## config.mk

```make
export PLATFORM = sky130hd
export DESIGN_NAME = bms_top
export DESIGN_NICKNAME = d
export VERILOG_FILES = /design/src/verilog/bms_pkg.sv /design/src/verilog/bms_top.sv /design/src/verilog/bms_sync.sv /design/src/verilog/bms_flash_arb.sv
export SDC_FILE = /design/constraint.sdc
export NUM_CORES = 1
export LEC_CHECK = 0
export ABC_CLOCK_PERIOD_IN_PS = 1600
export BUFFER_PORTS_ARGS = -buffer_cell sky130_fd_sc_hd__buf_2
export CAP_MARGIN = 20
export CORE_MARGIN = 10
export CORE_UTILIZATION = 43
export CTS_CLUSTER_SIZE = 28
export DETAILED_ROUTE_END_ITERATION = 8
export GPL_TIMING_DRIVEN = 1
export PLACE_DENSITY = 0.8
export SLEW_MARGIN = 20
export SYNTH_ARGS = -nofsm -noshare
export SYNTH_HDL_FRONTEND = slang
export SYNTH_SLANG_ARGS = --single-unit
```

## constraint.sdc

```tcl
create_clock -name core_clk -period 1.6 [get_ports core_clk]
set_input_delay 0.08 -clock core_clk [delete_from_list [all_inputs] [get_ports core_clk]]
set_output_delay 0.08 -clock core_clk [all_outputs]
set_load 0.005 [all_outputs]
```

## src/verilog/bms_pkg.sv

```systemverilog
package bms_pkg;

   // ------------------------------------------------------------
   // Register map
   // ------------------------------------------------------------
   localparam logic [3:0] OFS_OPERATING_MODE    = 4'h0;
   localparam logic [3:0] OFS_OSCILLATOR_CTRL   = 4'h1;
   localparam logic [3:0] OFS_STATUS            = 4'h2;
   localparam logic [3:0] OFS_FLASH_ACCESS      = 4'h3;

   // ------------------------------------------------------------
   // Field positions
   // ------------------------------------------------------------
   localparam int BIT_MAP_SELECT    = 0;
   localparam int BIT_SECURITY_MODE = 1;
   localparam int BIT_HIGH_DRIVE    = 0;
   localparam int BIT_WIDE_ADDR     = 0;
   localparam int BIT_EXT_BOOT      = 1;
   localparam int BIT_DEBUG_EN      = 2;
   localparam int BIT_EXT_PROG_OK   = 3;
   localparam int BIT_FLASH_SECURED = 4;
   localparam int BIT_SEC_BUS_SEL   = 0;

   // ------------------------------------------------------------
   // Reset values, widths and mode codes
   // ------------------------------------------------------------
   localparam logic      HIGH_DRIVE_RST   = 1'b0;
   localparam logic      SEC_BUS_SEL_RST  = 1'b0;
   localparam int        ADDR_LINES_NARROW = 16;
   localparam int        ADDR_LINES_WIDE   = 20;
   localparam logic [1:0] MODE_INVALID    = 2'b01;
   localparam logic [1:0] MODE_INTERNAL   = 2'b00;

   // ------------------------------------------------------------
   // Types
   // ------------------------------------------------------------
   typedef enum logic [2:0] {
      BMS_ST_RESET  = 3'b001,
      BMS_ST_LATCH  = 3'b010,
      BMS_ST_RUN    = 3'b100
   } bms_state_e;

   typedef struct packed {
      logic [3:0]  addr;
      logic [15:0] wdata;
      logic        wr;
      logic        rd;
   } bms_bus_s;

   typedef struct packed {
      logic [19:0] addr;
      logic        rd;
   } bms_flash_rd_s;

endpackage

```

## src/verilog/bms_top.sv

```systemverilog
`timescale 1ns/1ps
module bms_top (
   input  wire logic                   core_clk,
   input  wire logic                   srst,
   input  wire logic                   external_boot_pin,
   input  wire logic                   wide_address_pin,
   input  wire logic                   flash_secured,
   input  wire bms_pkg::bms_bus_s      bus,
   output logic [15:0]                 rdata,
   input  wire bms_pkg::bms_flash_rd_s core_data_read_bus,
   input  wire bms_pkg::bms_flash_rd_s secondary_data_bus,
   output bms_pkg::bms_flash_rd_s      flash_rd,
   output logic                        core_rd_grant,
   output logic                        sec_rd_grant,
   output logic                        flash_cmd_wr,
   output logic [15:0]                 flash_cmd_data,
   input  wire logic                   core_data_write_bus_wr,
   input  wire logic [15:0]            core_data_write_bus,
   output logic                        osc_high_drive_bit,
   output logic                        ext_prog_map,
   output logic                        external_boot,
   output logic [4:0]                  ext_addr_lines,
   output logic                        ext_prog_allowed,
   output logic                        debug_enable,
   output logic                        flash_unsecured,
   output logic                        mode_valid
);

   typedef struct packed {
      bms_pkg::bms_state_e state;
      logic                settle;
      logic                map_select_bit;
      logic                security_mode_bit;
      logic                sec_at_reset;
      logic                wide_at_reset;
      logic                boot_ext;
      logic                osc_high_drive_bit;
      logic                sec_bus_sel;
      logic                cmd_wr;
      logic [15:0]         cmd_data;
      logic [15:0]         rdata;
   } bms_top_s;

   bms_top_s st_ff;
   bms_top_s nxt_st;

   logic boot_pin_s;
   logic wide_pin_s;
   logic secured_s;

   // ------------------------------------------------------------
   // Pin synchronisers
   // ------------------------------------------------------------
   bms_sync u_sync_boot (
      .core_clk (core_clk),
      .srst     (srst),
      .d        (external_boot_pin),
      .q        (boot_pin_s)
   );

   bms_sync u_sync_wide (
      .core_clk (core_clk),
      .srst     (srst),
      .d        (wide_address_pin),
      .q        (wide_pin_s)
   );

   bms_sync u_sync_sec (
      .core_clk (core_clk),
      .srst     (srst),
      .d        (flash_secured),
      .q        (secured_s)
   );

   // ------------------------------------------------------------
   // Data flash read arbitration
   // ------------------------------------------------------------
   bms_flash_arb u_arb (
      .core_clk      (core_clk),
      .srst          (srst),
      .sel_secondary (st_ff.sec_bus_sel),
      .core_rd       (core_data_read_bus),
      .sec_rd        (secondary_data_bus),
      .flash_rd      (flash_rd),
      .core_grant    (core_rd_grant),
      .sec_grant     (sec_rd_grant)
   );

   function automatic logic hit(input bms_pkg::bms_bus_s b, input logic [3:0] ofs);
      hit = (b.addr == ofs);
   endfunction

   // ------------------------------------------------------------
   // Mode capture, register file and flash command path
   // ------------------------------------------------------------
   always_comb begin
      logic sec_n;
      logic map_n;
      sec_n  = ~secured_s;
      map_n  = boot_pin_s;
      nxt_st = st_ff;
      nxt_st.cmd_wr = 1'b0;
      case (st_ff.state)
         bms_pkg::BMS_ST_RESET: begin
            // Two cycles let the cleared pin synchronisers refill first.
            nxt_st.settle = 1'b1;
            if (st_ff.settle) begin
               nxt_st.state = bms_pkg::BMS_ST_LATCH;
            end
         end
         bms_pkg::BMS_ST_LATCH: begin
            // Capture the pins at once; the synchronisers settled during RESET.
            if ({sec_n, map_n} == bms_pkg::MODE_INVALID) begin
               map_n = 1'b0;
            end
            nxt_st.security_mode_bit = sec_n;
            nxt_st.sec_at_reset      = sec_n;
            nxt_st.map_select_bit    = map_n;
            nxt_st.boot_ext          = sec_n & map_n;
            nxt_st.wide_at_reset     = wide_pin_s & sec_n & map_n;
            nxt_st.state             = bms_pkg::BMS_ST_RUN;
         end
         bms_pkg::BMS_ST_RUN: begin
            if (bus.wr && hit(bus, bms_pkg::OFS_OPERATING_MODE)) begin
               nxt_st.map_select_bit    = bus.wdata[bms_pkg::BIT_MAP_SELECT];
               nxt_st.security_mode_bit = bus.wdata[bms_pkg::BIT_SECURITY_MODE];
            end
            if (bus.wr && hit(bus, bms_pkg::OFS_OSCILLATOR_CTRL)) begin
               nxt_st.osc_high_drive_bit = bus.wdata[bms_pkg::BIT_HIGH_DRIVE];
            end
            if (bus.wr && hit(bus, bms_pkg::OFS_FLASH_ACCESS)) begin
               nxt_st.sec_bus_sel = bus.wdata[bms_pkg::BIT_SEC_BUS_SEL];
            end
            if (core_data_write_bus_wr) begin
               nxt_st.cmd_wr   = 1'b1;
               nxt_st.cmd_data = core_data_write_bus;
            end
         end
         default: begin
            nxt_st.state = bms_pkg::BMS_ST_RESET;
         end
      endcase
      nxt_st.rdata = 16'h0000;
      if (bus.rd) begin
         if (hit(bus, bms_pkg::OFS_OPERATING_MODE)) begin
            nxt_st.rdata[bms_pkg::BIT_MAP_SELECT]    = st_ff.map_select_bit;
            nxt_st.rdata[bms_pkg::BIT_SECURITY_MODE] = st_ff.security_mode_bit;
         end else if (hit(bus, bms_pkg::OFS_OSCILLATOR_CTRL)) begin
            nxt_st.rdata[bms_pkg::BIT_HIGH_DRIVE] = st_ff.osc_high_drive_bit;
         end else if (hit(bus, bms_pkg::OFS_STATUS)) begin
            nxt_st.rdata[bms_pkg::BIT_WIDE_ADDR]     = st_ff.wide_at_reset;
            nxt_st.rdata[bms_pkg::BIT_EXT_BOOT]      = st_ff.boot_ext;
            nxt_st.rdata[bms_pkg::BIT_DEBUG_EN]      = st_ff.sec_at_reset;
            nxt_st.rdata[bms_pkg::BIT_EXT_PROG_OK]   = st_ff.sec_at_reset;
            nxt_st.rdata[bms_pkg::BIT_FLASH_SECURED] = ~st_ff.sec_at_reset;
         end else if (hit(bus, bms_pkg::OFS_FLASH_ACCESS)) begin
            nxt_st.rdata[bms_pkg::BIT_SEC_BUS_SEL] = st_ff.sec_bus_sel;
         end
      end
      if (srst) begin
         nxt_st                    = '0;
         nxt_st.state              = bms_pkg::BMS_ST_RESET;
         nxt_st.osc_high_drive_bit = bms_pkg::HIGH_DRIVE_RST;
         nxt_st.sec_bus_sel        = bms_pkg::SEC_BUS_SEL_RST;
      end
   end

   always_ff @(posedge core_clk) begin
      st_ff <= nxt_st;
   end

   // ------------------------------------------------------------
   // Outputs
   // ------------------------------------------------------------
   assign rdata              = st_ff.rdata;
   assign osc_high_drive_bit = st_ff.osc_high_drive_bit;
   assign flash_cmd_wr       = st_ff.cmd_wr;
   assign flash_cmd_data     = st_ff.cmd_data;
   assign ext_prog_map       = st_ff.map_select_bit & st_ff.sec_at_reset;
   assign external_boot      = st_ff.boot_ext;
   assign ext_addr_lines     = st_ff.wide_at_reset ? 5'(bms_pkg::ADDR_LINES_WIDE)
                                                   : 5'(bms_pkg::ADDR_LINES_NARROW);
   assign ext_prog_allowed   = st_ff.sec_at_reset;
   assign debug_enable       = st_ff.sec_at_reset;
   assign flash_unsecured    = st_ff.sec_at_reset;
   assign mode_valid         = (st_ff.state == bms_pkg::BMS_ST_RUN);

endmodule // bms_top

```

## src/verilog/bms_sync.sv

```systemverilog
`timescale 1ns/1ps
module bms_sync (
   input  wire logic core_clk,
   input  wire logic srst,
   input  wire logic d,
   output logic      q
);

   typedef struct packed {
      logic s1;
      logic s2;
   } bms_sync_s;

   bms_sync_s st_ff;
   bms_sync_s nxt_st;

   always_comb begin
      nxt_st    = st_ff;
      nxt_st.s1 = d;
      nxt_st.s2 = st_ff.s1;
      if (srst) begin
         nxt_st = '0;
      end
   end

   always_ff @(posedge core_clk) begin
      st_ff <= nxt_st;
   end

   assign q = st_ff.s2;

endmodule // bms_sync

```

## src/verilog/bms_flash_arb.sv

```systemverilog
`timescale 1ns/1ps
module bms_flash_arb (
   input  wire logic                   core_clk,
   input  wire logic                   srst,
   input  wire logic                   sel_secondary,
   input  wire bms_pkg::bms_flash_rd_s core_rd,
   input  wire bms_pkg::bms_flash_rd_s sec_rd,
   output bms_pkg::bms_flash_rd_s      flash_rd,
   output logic                        core_grant,
   output logic                        sec_grant
);

   typedef struct packed {
      bms_pkg::bms_flash_rd_s rd;
   } bms_arb_s;

   bms_arb_s st_ff;
   bms_arb_s nxt_st;

   // ------------------------------------------------------------
   // One read bus at a time
   // ------------------------------------------------------------
   assign core_grant = core_rd.rd & ~sel_secondary;
   assign sec_grant  = sec_rd.rd & sel_secondary;

   always_comb begin
      nxt_st = st_ff;
      if (sel_secondary) begin
         nxt_st.rd = sec_rd;
      end else begin
         nxt_st.rd = core_rd;
      end
      if (srst) begin
         nxt_st = '0;
      end
   end

   always_ff @(posedge core_clk) begin
      st_ff <= nxt_st;
   end

   assign flash_rd = st_ff.rd;

endmodule // bms_flash_arb

```

==> metrics.json, run 1 <==
{
  "run_status": {
    "status": "finished, final reports clean"
  },
  "sta": {
    "timing.final.crit_period_ns": 1.41,
    "fmax_ghz": 0.707,
    "layout_worst_path_cycle_share": 0.884,
    "worst-slew-pin-transition_ns": 0.570,
    "max_slew_margin": 0.620,
    "slew_violations": 0,
    "timing_hold_violations_final": 0,
    "fin_worst_skew_ns": 0.00336,
    "rsz0062_at_grt": "no",
    "setup_viol": 0,
    "final.setup.tns_ns": 0
  },
  "detailed_routing": {
    "first_pass_iters": 5,
    "drt-vias-per-instance": 4.58,
    "routed-wl-met2_um": 3480,
    "drt_wl_total_um": 7230,
    "route.vias.total": 2219,
    "drc": 0,
    "final_antenna_net_count": 0,
    "routedLengthMet1_um": 2640,
    "met3WireLength_um": 881,
    "drt-wirelength-per-cell_um": 14.9,
    "highest-signal-layer": "met4",
    "drtIter0Drc": 58
  },
  "global_routing": {
    "first_global_vias": 2378,
    "globalRouteTotalUtil": 0.156,
    "pin_count_of_the_biggest_net_entering_global_routing": 57,
    "grt_antenna_before_repair": 0,
    "globalRouteOverflowTotal": 0,
    "grt_first_pass_wirelength_um": 11300
  },
  "logic_synthesis": {
    "seq_area_frac_synth": 0.477,
    "synth_top_area_cell": "dfxtp_1",
    "postSynthRegisterBits": 59,
    "synth_xor_area_frac": 0,
    "synth_top_family_by_area": "simple AND/OR/NAND/NOR gates",
    "synth_enable_flop_cells": 0,
    "synth_cell_types": 30,
    "synth_simple_gate_area_share": 0.204,
    "synth_top_area_frac": 0.477,
    "synthesis_warning_total": 0,
    "fraction_of_the_mapped_netlist_area_in_adder_cells": 0,
    "synth_compound_area_frac": 0.0622,
    "mux_cell_area_share_after_synthesis": 0.110,
    "fraction_of_registers_with_async_set_reset": 0,
    "syn-instance-count": 258,
    "post_synth_instance_area_um2": 2480,
    "yosys-top-cells-count": "dfxtp_1 (59), buf_4 (42), nand2_1 (34)",
    "syn-mean-instance-area_um2": 9.60,
    "post_synth_main_area_contributors": "dfxtp_1 (48%), buf_4 (13%), mux2i_1 (10%)",
    "synth_most_common_cell": "dfxtp_1",
    "synth_ff_type": "dfxtp_1"
  },
  "pwr": {
    "internal_power_mw": 2.31,
    "p_per_area_nw_per_um2": 846,
    "power.leakage_nw": 1.63,
    "power.clock.fraction": 0.373,
    "vdd_drop_max_v": 0.000528,
    "share_of_total_power_consumed_by_net_switching": 0.230,
    "power_frac_comb": 0.113,
    "total_switching_power_mw": 0.688,
    "power.sequential.fraction": 0.514
  },
  "worst_setup_path": {
    "worst_path_cell_chain": "buf_4 > and2_1 > buf_2",
    "critical_path.startpoint_type": "flop",
    "cp_max_fo": 23,
    "worst-r2r-setup-slack_ns": 0.20,
    "slowest_stage": "buf_4",
    "worstPathArrival_ns": 1.33,
    "timing_worst_setup_path_type": "flop to output pin",
    "cp_data_required_time_ns": 1.52,
    "end_kind": "output pin",
    "crit_path_max_incr_delay_ns": 0.34
  },
  "clock_tree": {
    "cts_post_setup_buffers_inserted": 0,
    "buffer_depth_of_the_longest_clock_path": 2,
    "tritoncts_num_sinks": 59,
    "path_clk_slew_ns": 0.06,
    "post_cts_resize_count": 0,
    "numCtsBuffers": 9,
    "ctsHtreeMaxLevel": 3,
    "clock_insertion_delay_worst_skew_ns": 0.31,
    "root_buffer": "clkbuf_8",
    "tritoncts": "built"
  },
  "floorplan": {
    "core_region_area_um2": 5540,
    "die_y_um": 95.9,
    "dieArea_um2": 9190,
    "num_rows": 27,
    "ios": 154,
    "start_util": 0.447,
    "die_extent_in_x_um": 95.9
  },
  "placed_design": {
    "port_buffers": 124,
    "place.gp.congestion": 0.778,
    "dp.final_hpwl_um": 4730
  },
  "layout": {
    "area.growth.synth_to_final_pct": 43.1,
    "drive_gt1_frac": 0.365,
    "final_net_count": 490,
    "layout.core_utilization": 0.639
  },
  "job": {
    "max_capacitance_violation_total": 0
  },
  "hold_path": {
    "hold_path.class": "input pin to flop"
  }
}
==> cells by family after synthesis <==
kind of cell,after synthesis
simple gates,94
flops,59
buf+inv,52
mux,26
compound gates,25
other cells,2
==> power groups by stage <==
stage | Clock (mW) | Sequential [mW] | Combinational [mW]
5_1_grt | 1.22 | 1.54 | 0.374
6_report | 1.12 | 1.54 | 0.339
4_1_cts | 1.16 | 1.54 | 0.329
2_1_floorplan | 0 | 1.57 | 0.124
3_5_place_dp | 0 | 1.57 | 0.241
3_3_place_gp | 0 | 1.57 | 0.235
==> final cells by class <==
class                   instances  area, um^2
clock buffers                  12         145
flip-flops and latches         59        1180
fillers                       458        2000
multi-input cells             160         987
well taps                      72        90.1
diodes                          4        10.0
clock inverters                 3        15.0
repair buffers                174        1110
==> critical path: cells and delay by family, from the launching register on <==
kind	cells	cell delay, ns
buf+inv	2	0.46
flops	1	0.32
simple gates	1	0.22
==> timing repair <==
item                       in CTS  in global routing
hold buffers                   47                  0
hold endpoints to repair       35                  0
setup endpoints to repair       0                  0
==> registers in the layout, summed over array words and instances (netlist names) <==
signal              cells
u_arb.flash_rd         21
flash_cmd_data         16
u_sync_boot.q           1
flash_cmd_wr            1
u_sync_boot.st_ff       1
osc_high_drive_bit      1
rdata                   4
u_sync_sec.q            1
st_ff                   8
debug_enable            1
u_sync_sec.st_ff        1
u_sync_wide.q           1
u_sync_wide.st_ff       1
external_boot           1
==> final timing paths <==
path                                              from                 end  depth (start not counted)
worst max-delay path                         st_ff[33]        sec_rd_grant                          3
worst min-delay path            core_data_read_bus[16]  u_arb.flash_rd[16]                          3
worst max register to register               st_ff[41]   flash_cmd_data[7]                          3
worst min register to register    u_sync_wide.st_ff[1]       u_sync_wide.q                          1
==> through the flow <==
| stage | instances | hold WS (ns) | area (um^2) | total power [mW] | setup WS (ns) |
|---|---|---|---|---|---|
| detailed placement | 418 | 0.300 | 2900 | 1.81 | 0.188 |
| global route | 480 | 0.0113 | 3530 | 3.14 | 0.0707 |
| finish | 484 | 0.0172 | 3540 | 2.99 | 0.185 |
| floorplan | 271 | 0.153 | 2520 | 1.70 | 0.404 |
| global placement | 418 | 0.292 | 2900 | 1.80 | 0.245 |
| CTS | 480 | 0.000318 | 3530 | 3.03 | 0.161 |
==> routing by layer <==
layer | track usage | vias up
met5 | 0 | -
met4 | 0.101 | 0
met3 | 0.0809 | 21
met2 | 0.256 | 116
met1 | 0.153 | 990
li1 | - | 1092
==> placed cells by master, fill, tap and decap left out, drive strengths merged, types with 2 or more instances in the layout <==
| cell | count |
|---|---|
| a21oi | 17 |
| nand2b | 4 |
| mux2i | 25 |
| dfxtp | 59 |
| nand2 | 34 |
| and2 | 3 |
| a21o | 2 |
| clkinv | 3 |
| nor4b | 4 |
| dlygate4sd3 | 47 |
| a211oi | 4 |
| diode | 4 |
| nor3b | 4 |
| conb | 15 |
| nand3 | 2 |
| buf | 127 |
| nor2b | 8 |
| nor2 | 28 |
| clkbuf | 12 |
(Power assumes the default switching activity.)
==> run 2: changes to the inputs <==
BUFFER_PORTS_ARGS = -buffer_cell sky130_fd_sc_hd__buf_4   (was -buffer_cell sky130_fd_sc_hd__buf_2)
CAP_MARGIN = 10   (was 20)
RECOVER_POWER = 25   (was default)
==> run 2 against run 1 <==
Compared with the run above:
- via count is 2.2% lower
- largest cell class is now buffers
- register-to-register slack worse by 0.11 ns
- highest routed layer unchanged
- sequential share of layout area is 2.6 points lower
- critical endpoint is now u_arb.flash_rd[3]
==> metrics.json, run 2 (synthesized netlist as in run 1, its figures left out) <==
{
  "worst_setup_path": {
    "setup.worst_path.end": "u_arb.flash_rd[3]",
    "cp_data_required_time": {"value": 1.80, "unit": "ns", "change": "+0.28 ns"},
    "timing_worst_setup_path_type": "flop to flop",
    "worst-r2r-setup-slack": {"value": 0.09, "unit": "ns", "change": "-0.11 ns"},
    "worstPathArrival": {"value": 1.71, "unit": "ns", "change": "+0.38 ns"},
    "worst_setup_path_startpoint": "st_ff[33]",
    "critical_path.startpoint_type": "flop",
    "end_kind": "flop",
    "rr_endpoint": "u_arb.flash_rd[3]",
    "cp_max_fo": {"value": 5, "change": "-78%"},
    "worst-r2r-cell-count": {"value": 4, "change": "+1"},
    "worstReg2RegStart": "st_ff[33]"
  },
  "floorplan": {
    "die_extent_in_x": {"value": 95.9, "unit": "um", "change": "unchanged"},
    "core_region_area": {"value": 5540, "unit": "um^2", "change": "unchanged"},
    "start_util": {"value": 0.447, "change": "unchanged"},
    "num_rows": {"value": 27, "change": "unchanged"},
    "die_y": {"value": 95.9, "unit": "um", "change": "unchanged"},
    "ios": {"value": 154, "change": "unchanged"},
    "dieArea": {"value": 9190, "unit": "um^2", "change": "unchanged"}
  },
  "sta": {
    "whs": {"value": 0.0195, "unit": "ns", "change": "+0.00225 ns"},
    "max_slew_margin": {"value": 0.571, "change": "-0.0492"},
    "final.setup.worst_slack": {"value": 0.0923, "unit": "ns", "change": "-0.0932 ns"},
    "setup_viol": {"value": 0, "change": "unchanged"},
    "worst-slew-pin-transition": {"value": 0.643, "unit": "ns", "change": "+0.0738 ns"},
    "final.setup.tns": {"value": 0, "unit": "ns", "change": "unchanged"},
    "layout_worst_path_cycle_share": {"value": 0.942, "change": "+0.0583"},
    "timing_hold_violations_final": {"value": 0, "change": "unchanged"},
    "fin_worst_skew": {"value": 0.00593, "unit": "ns", "change": "+0.00257 ns"},
    "rsz0062_at_grt": "no",
    "slew_violations": {"value": 0, "change": "unchanged"},
    "fmax": {"value": 0.663, "unit": "GHz", "change": "-6.2%"},
    "timing.final.crit_period": {"value": 1.51, "unit": "ns", "change": "+0.0932 ns"}
  },
  "clock_tree": {
    "path_clk_slew": {"value": 0.06, "unit": "ns", "change": "about the same"},
    "tritoncts": "built",
    "cts_hold_repair.buffers": {"value": 49, "change": "+4.3%"},
    "cts_post_setup_buffers_inserted": {"value": 0, "change": "unchanged"},
    "tritoncts_num_sinks": {"value": 59, "change": "unchanged"},
    "numCtsBuffers": {"value": 9, "change": "unchanged"},
    "root_buffer": "clkbuf_8",
    "post_cts_resize_count": {"value": 0, "change": "unchanged"},
    "clock_insertion_delay_worst_skew": {"value": 0.32, "unit": "ns", "change": "about the same"},
    "buffer_depth_of_the_longest_clock_path": {"value": 2, "change": "unchanged"},
    "ctsHtreeMaxLevel": {"value": 3, "change": "unchanged"}
  },
  "pwr": {
    "power.sequential.fraction": {"value": 0.493, "change": "-0.021"},
    "power": {"value": 3.13, "unit": "mW", "change": "+4.5%"},
    "vdd_drop_max": {"value": 0.000558, "unit": "V", "change": "+5.6%"},
    "share_of_total_power_consumed_by_net_switching": {"value": 0.217, "change": "-0.0131"},
    "power_frac_comb": {"value": 0.129, "change": "+0.016"},
    "total_switching_power": {"value": 0.677, "unit": "mW", "change": "-1.5%"},
    "power.leakage": {"value": 1.67, "unit": "nW", "change": "+2.5%"},
    "p_per_area": {"value": 813, "unit": "nW/um^2", "change": "-3.8%"},
    "internal_power": {"value": 2.45, "unit": "mW", "change": "+6.2%"},
    "power.clock.fraction": {"value": 0.379, "change": "+0.006"}
  },
  "global_routing": {
    "globalRouteMet3Util": {"value": 0.101, "change": "+0.0202"},
    "grt_first_pass_wirelength": {"value": 11700, "unit": "um", "change": "+4.4%"},
    "globalRouteTotalUtil": {"value": 0.165, "change": "+0.00903"},
    "global_route.peak_usage_layer": "met2",
    "met1_usage": {"value": 0.155, "change": "+0.00194"},
    "globalRouteOverflowTotal": {"value": 0, "change": "unchanged"},
    "first_global_vias": {"value": 2397, "change": "+0.80%"},
    "grt_antenna_before_repair": {"value": 0, "change": "unchanged"},
    "gr-usage-met2": {"value": 0.290, "change": "+0.0333"},
    "pin_count_of_the_biggest_net_entering_global_routing": {"value": 35, "change": "-39%"}
  },
  "job": {
    "max_capacitance_violation_total": {"value": 0, "change": "unchanged"}
  },
  "run_status": {
    "status": "finished, final reports clean"
  },
  "layout": {
    "layout.cells.most_common": "buf_4",
    "largest_reg_flops": {"value": 21, "change": "unchanged"},
    "layout.filler_cells": {"value": 443, "change": "-3.3%"},
    "final_net_count": {"value": 493, "change": "+0.61%"},
    "layout.cells.most_common_list": "buf_4 (108), dfxtp_1 (59), dlygate4sd3_1 (49)",
    "area.growth.synth_to_final_pct": 55.4,
    "layout.cells.non_filler": {"value": 484, "change": "unchanged"},
    "drive_gt1_frac": {"value": 0.341, "change": "-0.0246"}
  },
  "detailed_routing": {
    "drt-wirelength-per-cell": {"value": 15.5, "unit": "um", "change": "+3.5%"},
    "drt_wl_total": {"value": 7490, "unit": "um", "change": "+3.5%"},
    "drt-vias-per-instance": {"value": 4.48, "change": "-2.2%"},
    "drtIter0Drc": {"value": 77, "change": "+33%"},
    "route.vias.total": {"value": 2170, "change": "-2.2%"},
    "first_pass_iters": {"value": 4, "change": "-1"},
    "drc": {"value": 0, "change": "unchanged"},
    "final_antenna_net_count": {"value": 0, "change": "unchanged"}
  },
  "placed_design": {
    "placed_cells_incl_taps": {"value": 419, "change": "+0.24%"},
    "place.gp.congestion": {"value": 0.782, "change": "+0.50%"},
    "port_buffers": {"value": 124, "change": "unchanged"},
    "dp.final_hpwl": {"value": 5120, "unit": "um", "change": "+8.2%"},
    "post_place_worst_slack": {"value": 0.240, "unit": "ns", "change": "+0.0525 ns"}
  },
  "hold_path": {
    "hold_path_depth": {"value": 3, "change": "unchanged"},
    "hold_path.class": "input pin to flop"
  }
}
-- run 2: routing by layer --
metal | up-vias | part of all wire | wire length [um]
met4 | 0 | 0.020 | 147
met3 | 12 | 0.12 | 890
met2 | 96 | 0.52 | 3910
met1 | 966 | 0.34 | 2540
met5 | - | 0 | 0
li1 | 1096 | - | -
-- run 2: stage by stage --
step	instance area, um^2	utilization
global route	3840	0.694
floorplan	2520	-
global placement	3220	0.581
finish	3850	0.694
CTS	3890	0.702
detailed placement	3220	0.581
-- run 2: power by group through the flow --
stage / registers [mW] / clock network, mW / logic (mW)
2_1_floorplan: 1.57 / 0 / 0.124
3_3_place_gp: 1.57 / 0 / 0.301
3_5_place_dp: 1.57 / 0 / 0.308
4_1_cts: 1.54 / 1.23 / 0.403
5_1_grt: 1.54 / 1.31 / 0.439
6_report: 1.54 / 1.19 / 0.402
-- run 2: area by class of cell --
cell class / count / area [um^2] / area share
Timing Repair Buffer: 177 / 1410 / 0.366
Sequential cell: 59 / 1180 / 0.307
Multi-Input combinational cell: 160 / 987 / 0.257
Clock buffer: 13 / 169 / 0.0439
Tap cell: 72 / 90.1 / 0.0234
Clock inverter: 2 / 10.0 / 0.00260
Antenna cell: 1 / 2.50 / 0.000650
-- run 2: worst max-delay path, cell delays in order (launching register included) --
cell and delay [ns]:
dfxtp_1 0.38, buf_4 0.19, mux2i_1 0.20, dlygate4sd3_1 0.59, nor2_1 0.04
-- run 2: worst min-delay path by stage --
stage,slack [ns],from,endpoint
CTS,0.001,secondary_data_bus[9],u_arb.flash_rd[9]
detailed placement,0.30,flash_secured,u_sync_sec.st_ff[1]
global placement,0.29,flash_secured,u_sync_sec.st_ff[1]
finish,0.02,secondary_data_bus[2],u_arb.flash_rd[2]
global route,0.003,core_data_write_bus[8],flash_cmd_data[8]
floorplan,0.15,bus[18],rdata[4]
==> run 3: changes to the inputs <==
ABC_CLOCK_PERIOD_IN_PS = 1300   (was 1600)
CORE_UTILIZATION = 38   (was 43)
PLACE_DENSITY = 0.75   (was 0.8)
clock period = 1.3 ns   (was 1.6 ns; I/O delays follow)
==> run 3 against run 2 <==
Compared with the run above:
- final cell count up 4.5%
- non-clock buffer count increased by 16
- count of clock-buffer cells in the layout is 1 higher
- core utilization down 5.5 points
- highest routed layer unchanged
- first-iteration DRC count decreased by 44%
- largest cell class unchanged
- critical endpoint is now st_ff[38]
==> metrics.json, run 3 (synthesized netlist as in run 1, its figures left out) <==
{
  "run_status": {
    "status": "finished, final reports clean"
  },
  "clock_tree": {
    "tritoncts_num_sinks": {"value": 59, "change": "unchanged"},
    "ctsHtreeMaxLevel": {"value": 3, "change": "unchanged"},
    "root_buffer": "clkbuf_8",
    "buffer_depth_of_the_longest_clock_path": {"value": 2, "change": "unchanged"},
    "tritoncts": "built",
    "path_clk_slew": {"value": 0.06, "unit": "ns", "change": "about the same"},
    "clock_insertion_delay_worst_skew": {"value": 0.33, "unit": "ns", "change": "about the same"},
    "numCtsBuffers": {"value": 9, "change": "unchanged"}
  },
  "floorplan": {
    "dieArea": {"value": 10100, "unit": "um^2", "change": "+10%"},
    "ios": {"value": 154, "change": "unchanged"},
    "die_extent_in_x": {"value": 101, "unit": "um", "change": "+5.0%"},
    "start_util": {"value": 0.390, "change": "-0.0570"},
    "core_region_area": {"value": 6350, "unit": "um^2", "change": "+15%"},
    "die_y": {"value": 101, "unit": "um", "change": "+5.0%"},
    "num_rows": {"value": 29, "change": "+7.4%"}
  },
  "global_routing": {
    "grt_antenna_before_repair": {"value": 1, "change": "+1"},
    "globalRouteMet3Util": {"value": 0.0789, "change": "-0.0223"},
    "met1_usage": {"value": 0.155, "change": "+0.000187"},
    "first_global_vias": {"value": 2389, "change": "-0.33%"},
    "grt_first_pass_wirelength": {"value": 12100, "unit": "um", "change": "+2.9%"},
    "gr-usage-met2": {"value": 0.243, "change": "-0.0463"},
    "pin_count_of_the_biggest_net_entering_global_routing": {"value": 32, "change": "-8.6%"},
    "globalRouteOverflowTotal": {"value": 0, "change": "unchanged"},
    "global_route.peak_usage_layer": "met2",
    "globalRouteTotalUtil": {"value": 0.150, "change": "-0.0152"}
  },
  "job": {
    "max_capacitance_violation_total": {"value": 0, "change": "unchanged"}
  },
  "detailed_routing": {
    "route.vias.total": {"value": 2258, "change": "+4.1%"},
    "final_antenna_net_count": {"value": 0, "change": "unchanged"},
    "drt-vias-per-instance": {"value": 4.46, "change": "-0.47%"},
    "first_pass_iters": {"value": 4, "change": "unchanged"},
    "drtIter0Drc": {"value": 43, "change": "-44%"},
    "drt-wirelength-per-cell": {"value": 15.7, "unit": "um", "change": "+1.2%"},
    "drt_wl_total": {"value": 7920, "unit": "um", "change": "+5.8%"},
    "drc": {"value": 0, "change": "unchanged"}
  },
  "worst_setup_path": {
    "critical_path.startpoint_type": "flop",
    "setup.worst_path.end": "st_ff[38]",
    "worst-r2r-cell-count": {"value": 4, "change": "unchanged"},
    "end_kind": "flop",
    "cp_data_required_time": {"value": 1.54, "unit": "ns", "change": "-0.26 ns"},
    "worst-r2r-setup-slack": {"value": 0.04, "unit": "ns", "change": "-0.05 ns"},
    "worstReg2RegStart": "st_ff[43]",
    "cp_max_fo": {"value": 4, "change": "-1"},
    "rr_endpoint": "st_ff[38]",
    "worst_setup_path_startpoint": "st_ff[43]",
    "worstPathArrival": {"value": 1.50, "unit": "ns", "change": "-0.21 ns"},
    "timing_worst_setup_path_type": "flop to flop"
  },
  "pwr": {
    "p_per_area": {"value": 960, "unit": "nW/um^2", "change": "+18%"},
    "power": {"value": 3.90, "unit": "mW", "change": "+25%"},
    "power.leakage": {"value": 1.76, "unit": "nW", "change": "+4.9%"},
    "vdd_drop_max": {"value": 0.000508, "unit": "V", "change": "-9.0%"}
  },
  "layout": {
    "final_net_count": {"value": 509, "change": "+3.2%"},
    "layout.cells.most_common_list": "buf_4 (109), dlygate4sd3_1 (60), dfxtp_1 (55)",
    "area.growth.synth_to_final_pct": 64.1,
    "drive_gt1_frac": {"value": 0.348, "change": "+0.00750"},
    "largest_reg_flops": {"value": 21, "change": "unchanged"},
    "layout.cells.most_common": "buf_4",
    "layout.core_utilization": {"value": 0.640, "change": "-0.0546"}
  },
  "hold_path": {
    "hold_path.class": "input pin to flop"
  },
  "sta": {
    "fin_worst_skew": {"value": 0.00478, "unit": "ns", "change": "-0.00115 ns"},
    "timing_hold_violations_final": {"value": 0, "change": "unchanged"},
    "slew_violations": {"value": 0, "change": "unchanged"},
    "layout_worst_path_cycle_share": {"value": 0.968, "change": "+0.0252"},
    "final.setup.worst_slack": {"value": 0.0422, "unit": "ns", "change": "-0.0500 ns"},
    "setup_viol": {"value": 0, "change": "unchanged"},
    "fmax": {"value": 0.795, "unit": "GHz", "change": "+20%"},
    "final.setup.tns": {"value": 0, "unit": "ns", "change": "unchanged"},
    "rsz0062_at_grt": "no",
    "timing.final.crit_period": {"value": 1.26, "unit": "ns", "change": "-0.250 ns"},
    "whs": {"value": 0.0346, "unit": "ns", "change": "+0.0151 ns"}
  },
  "placed_design": {
    "place.gp.congestion": {"value": 0.756, "change": "-3.4%"},
    "post_place_worst_slack": {"value": -0.0576, "unit": "ns", "change": "-0.298 ns"},
    "port_buffers": {"value": 124, "change": "unchanged"},
    "dp.final_hpwl": {"value": 5030, "unit": "um", "change": "-1.7%"}
  }
}
run 3: layout make-up:
class	count	area [um^2]
clock buffers	14	163
repair buffers	193	1600
flip-flops and latches	59	1190
clock inverters	2	10.0
well taps	77	96.3
fillers	506	2290
multi-input cells	160	1000
diodes	1	2.50
run 3: critical path: stages, from the launching register on:
cell	delay, ns
dfxtp_4	0.36
nor3b_4	0.17
buf_4	0.16
or2_2	0.28
a311oi_2	0.22
run 3: power breakdown:
| group | internal [mW] | leakage [nW] | total, mW | switching [mW] |
|---|---|---|---|---|
| registers | 1.86 | 0.485 | 1.90 | 0.0326 |
| clock network | 0.792 | 0.0905 | 1.47 | 0.682 |
| logic | 0.349 | 1.18 | 0.531 | 0.181 |
| total | 3.01 | 1.76 | 3.90 | 0.896 |
run 3: repair_timing:
item,4_1_cts,5_1_grt
pin swaps,0,1
setup endpoints to repair,21,7
resized for setup,4,6
hold endpoints to repair,41,0
hold buffers,60,0
buffers inserted,3,1
cloned,0,1
run 3: metal layers:
metal  routed length [um]  share of wire  vias to the layer above
li1                     -              -                     1134
met1                 3010           0.38                     1004
met2                 3850           0.49                      108
met3                  907           0.11                       12
met4                  155          0.020                        0
met5                    0              0                        -
run 3: stage by stage:
stage          cells  instance area [um^2]
6_report         506                  4060
5_1_grt          506                  4060
4_1_cts          503                  4050
3_5_place_dp     424                  3250
3_3_place_gp     424                  3250
2_1_floorplan    271                  2520
run 3: worst min path at each step:
stage	start	end	slack [ns]	cells after the start
after CTS	bus[3]	st_ff[38]	0.02	3
after floorplan	bus[18]	rdata[4]	0.14	1
after detailed placement	flash_secured	u_sync_sec.st_ff[1]	0.28	2
after global routing	bus[2]	st_ff[33]	0.04	3
after global placement	flash_secured	u_sync_sec.st_ff[1]	0.28	2
final	bus[2]	osc_high_drive_bit	0.03	3
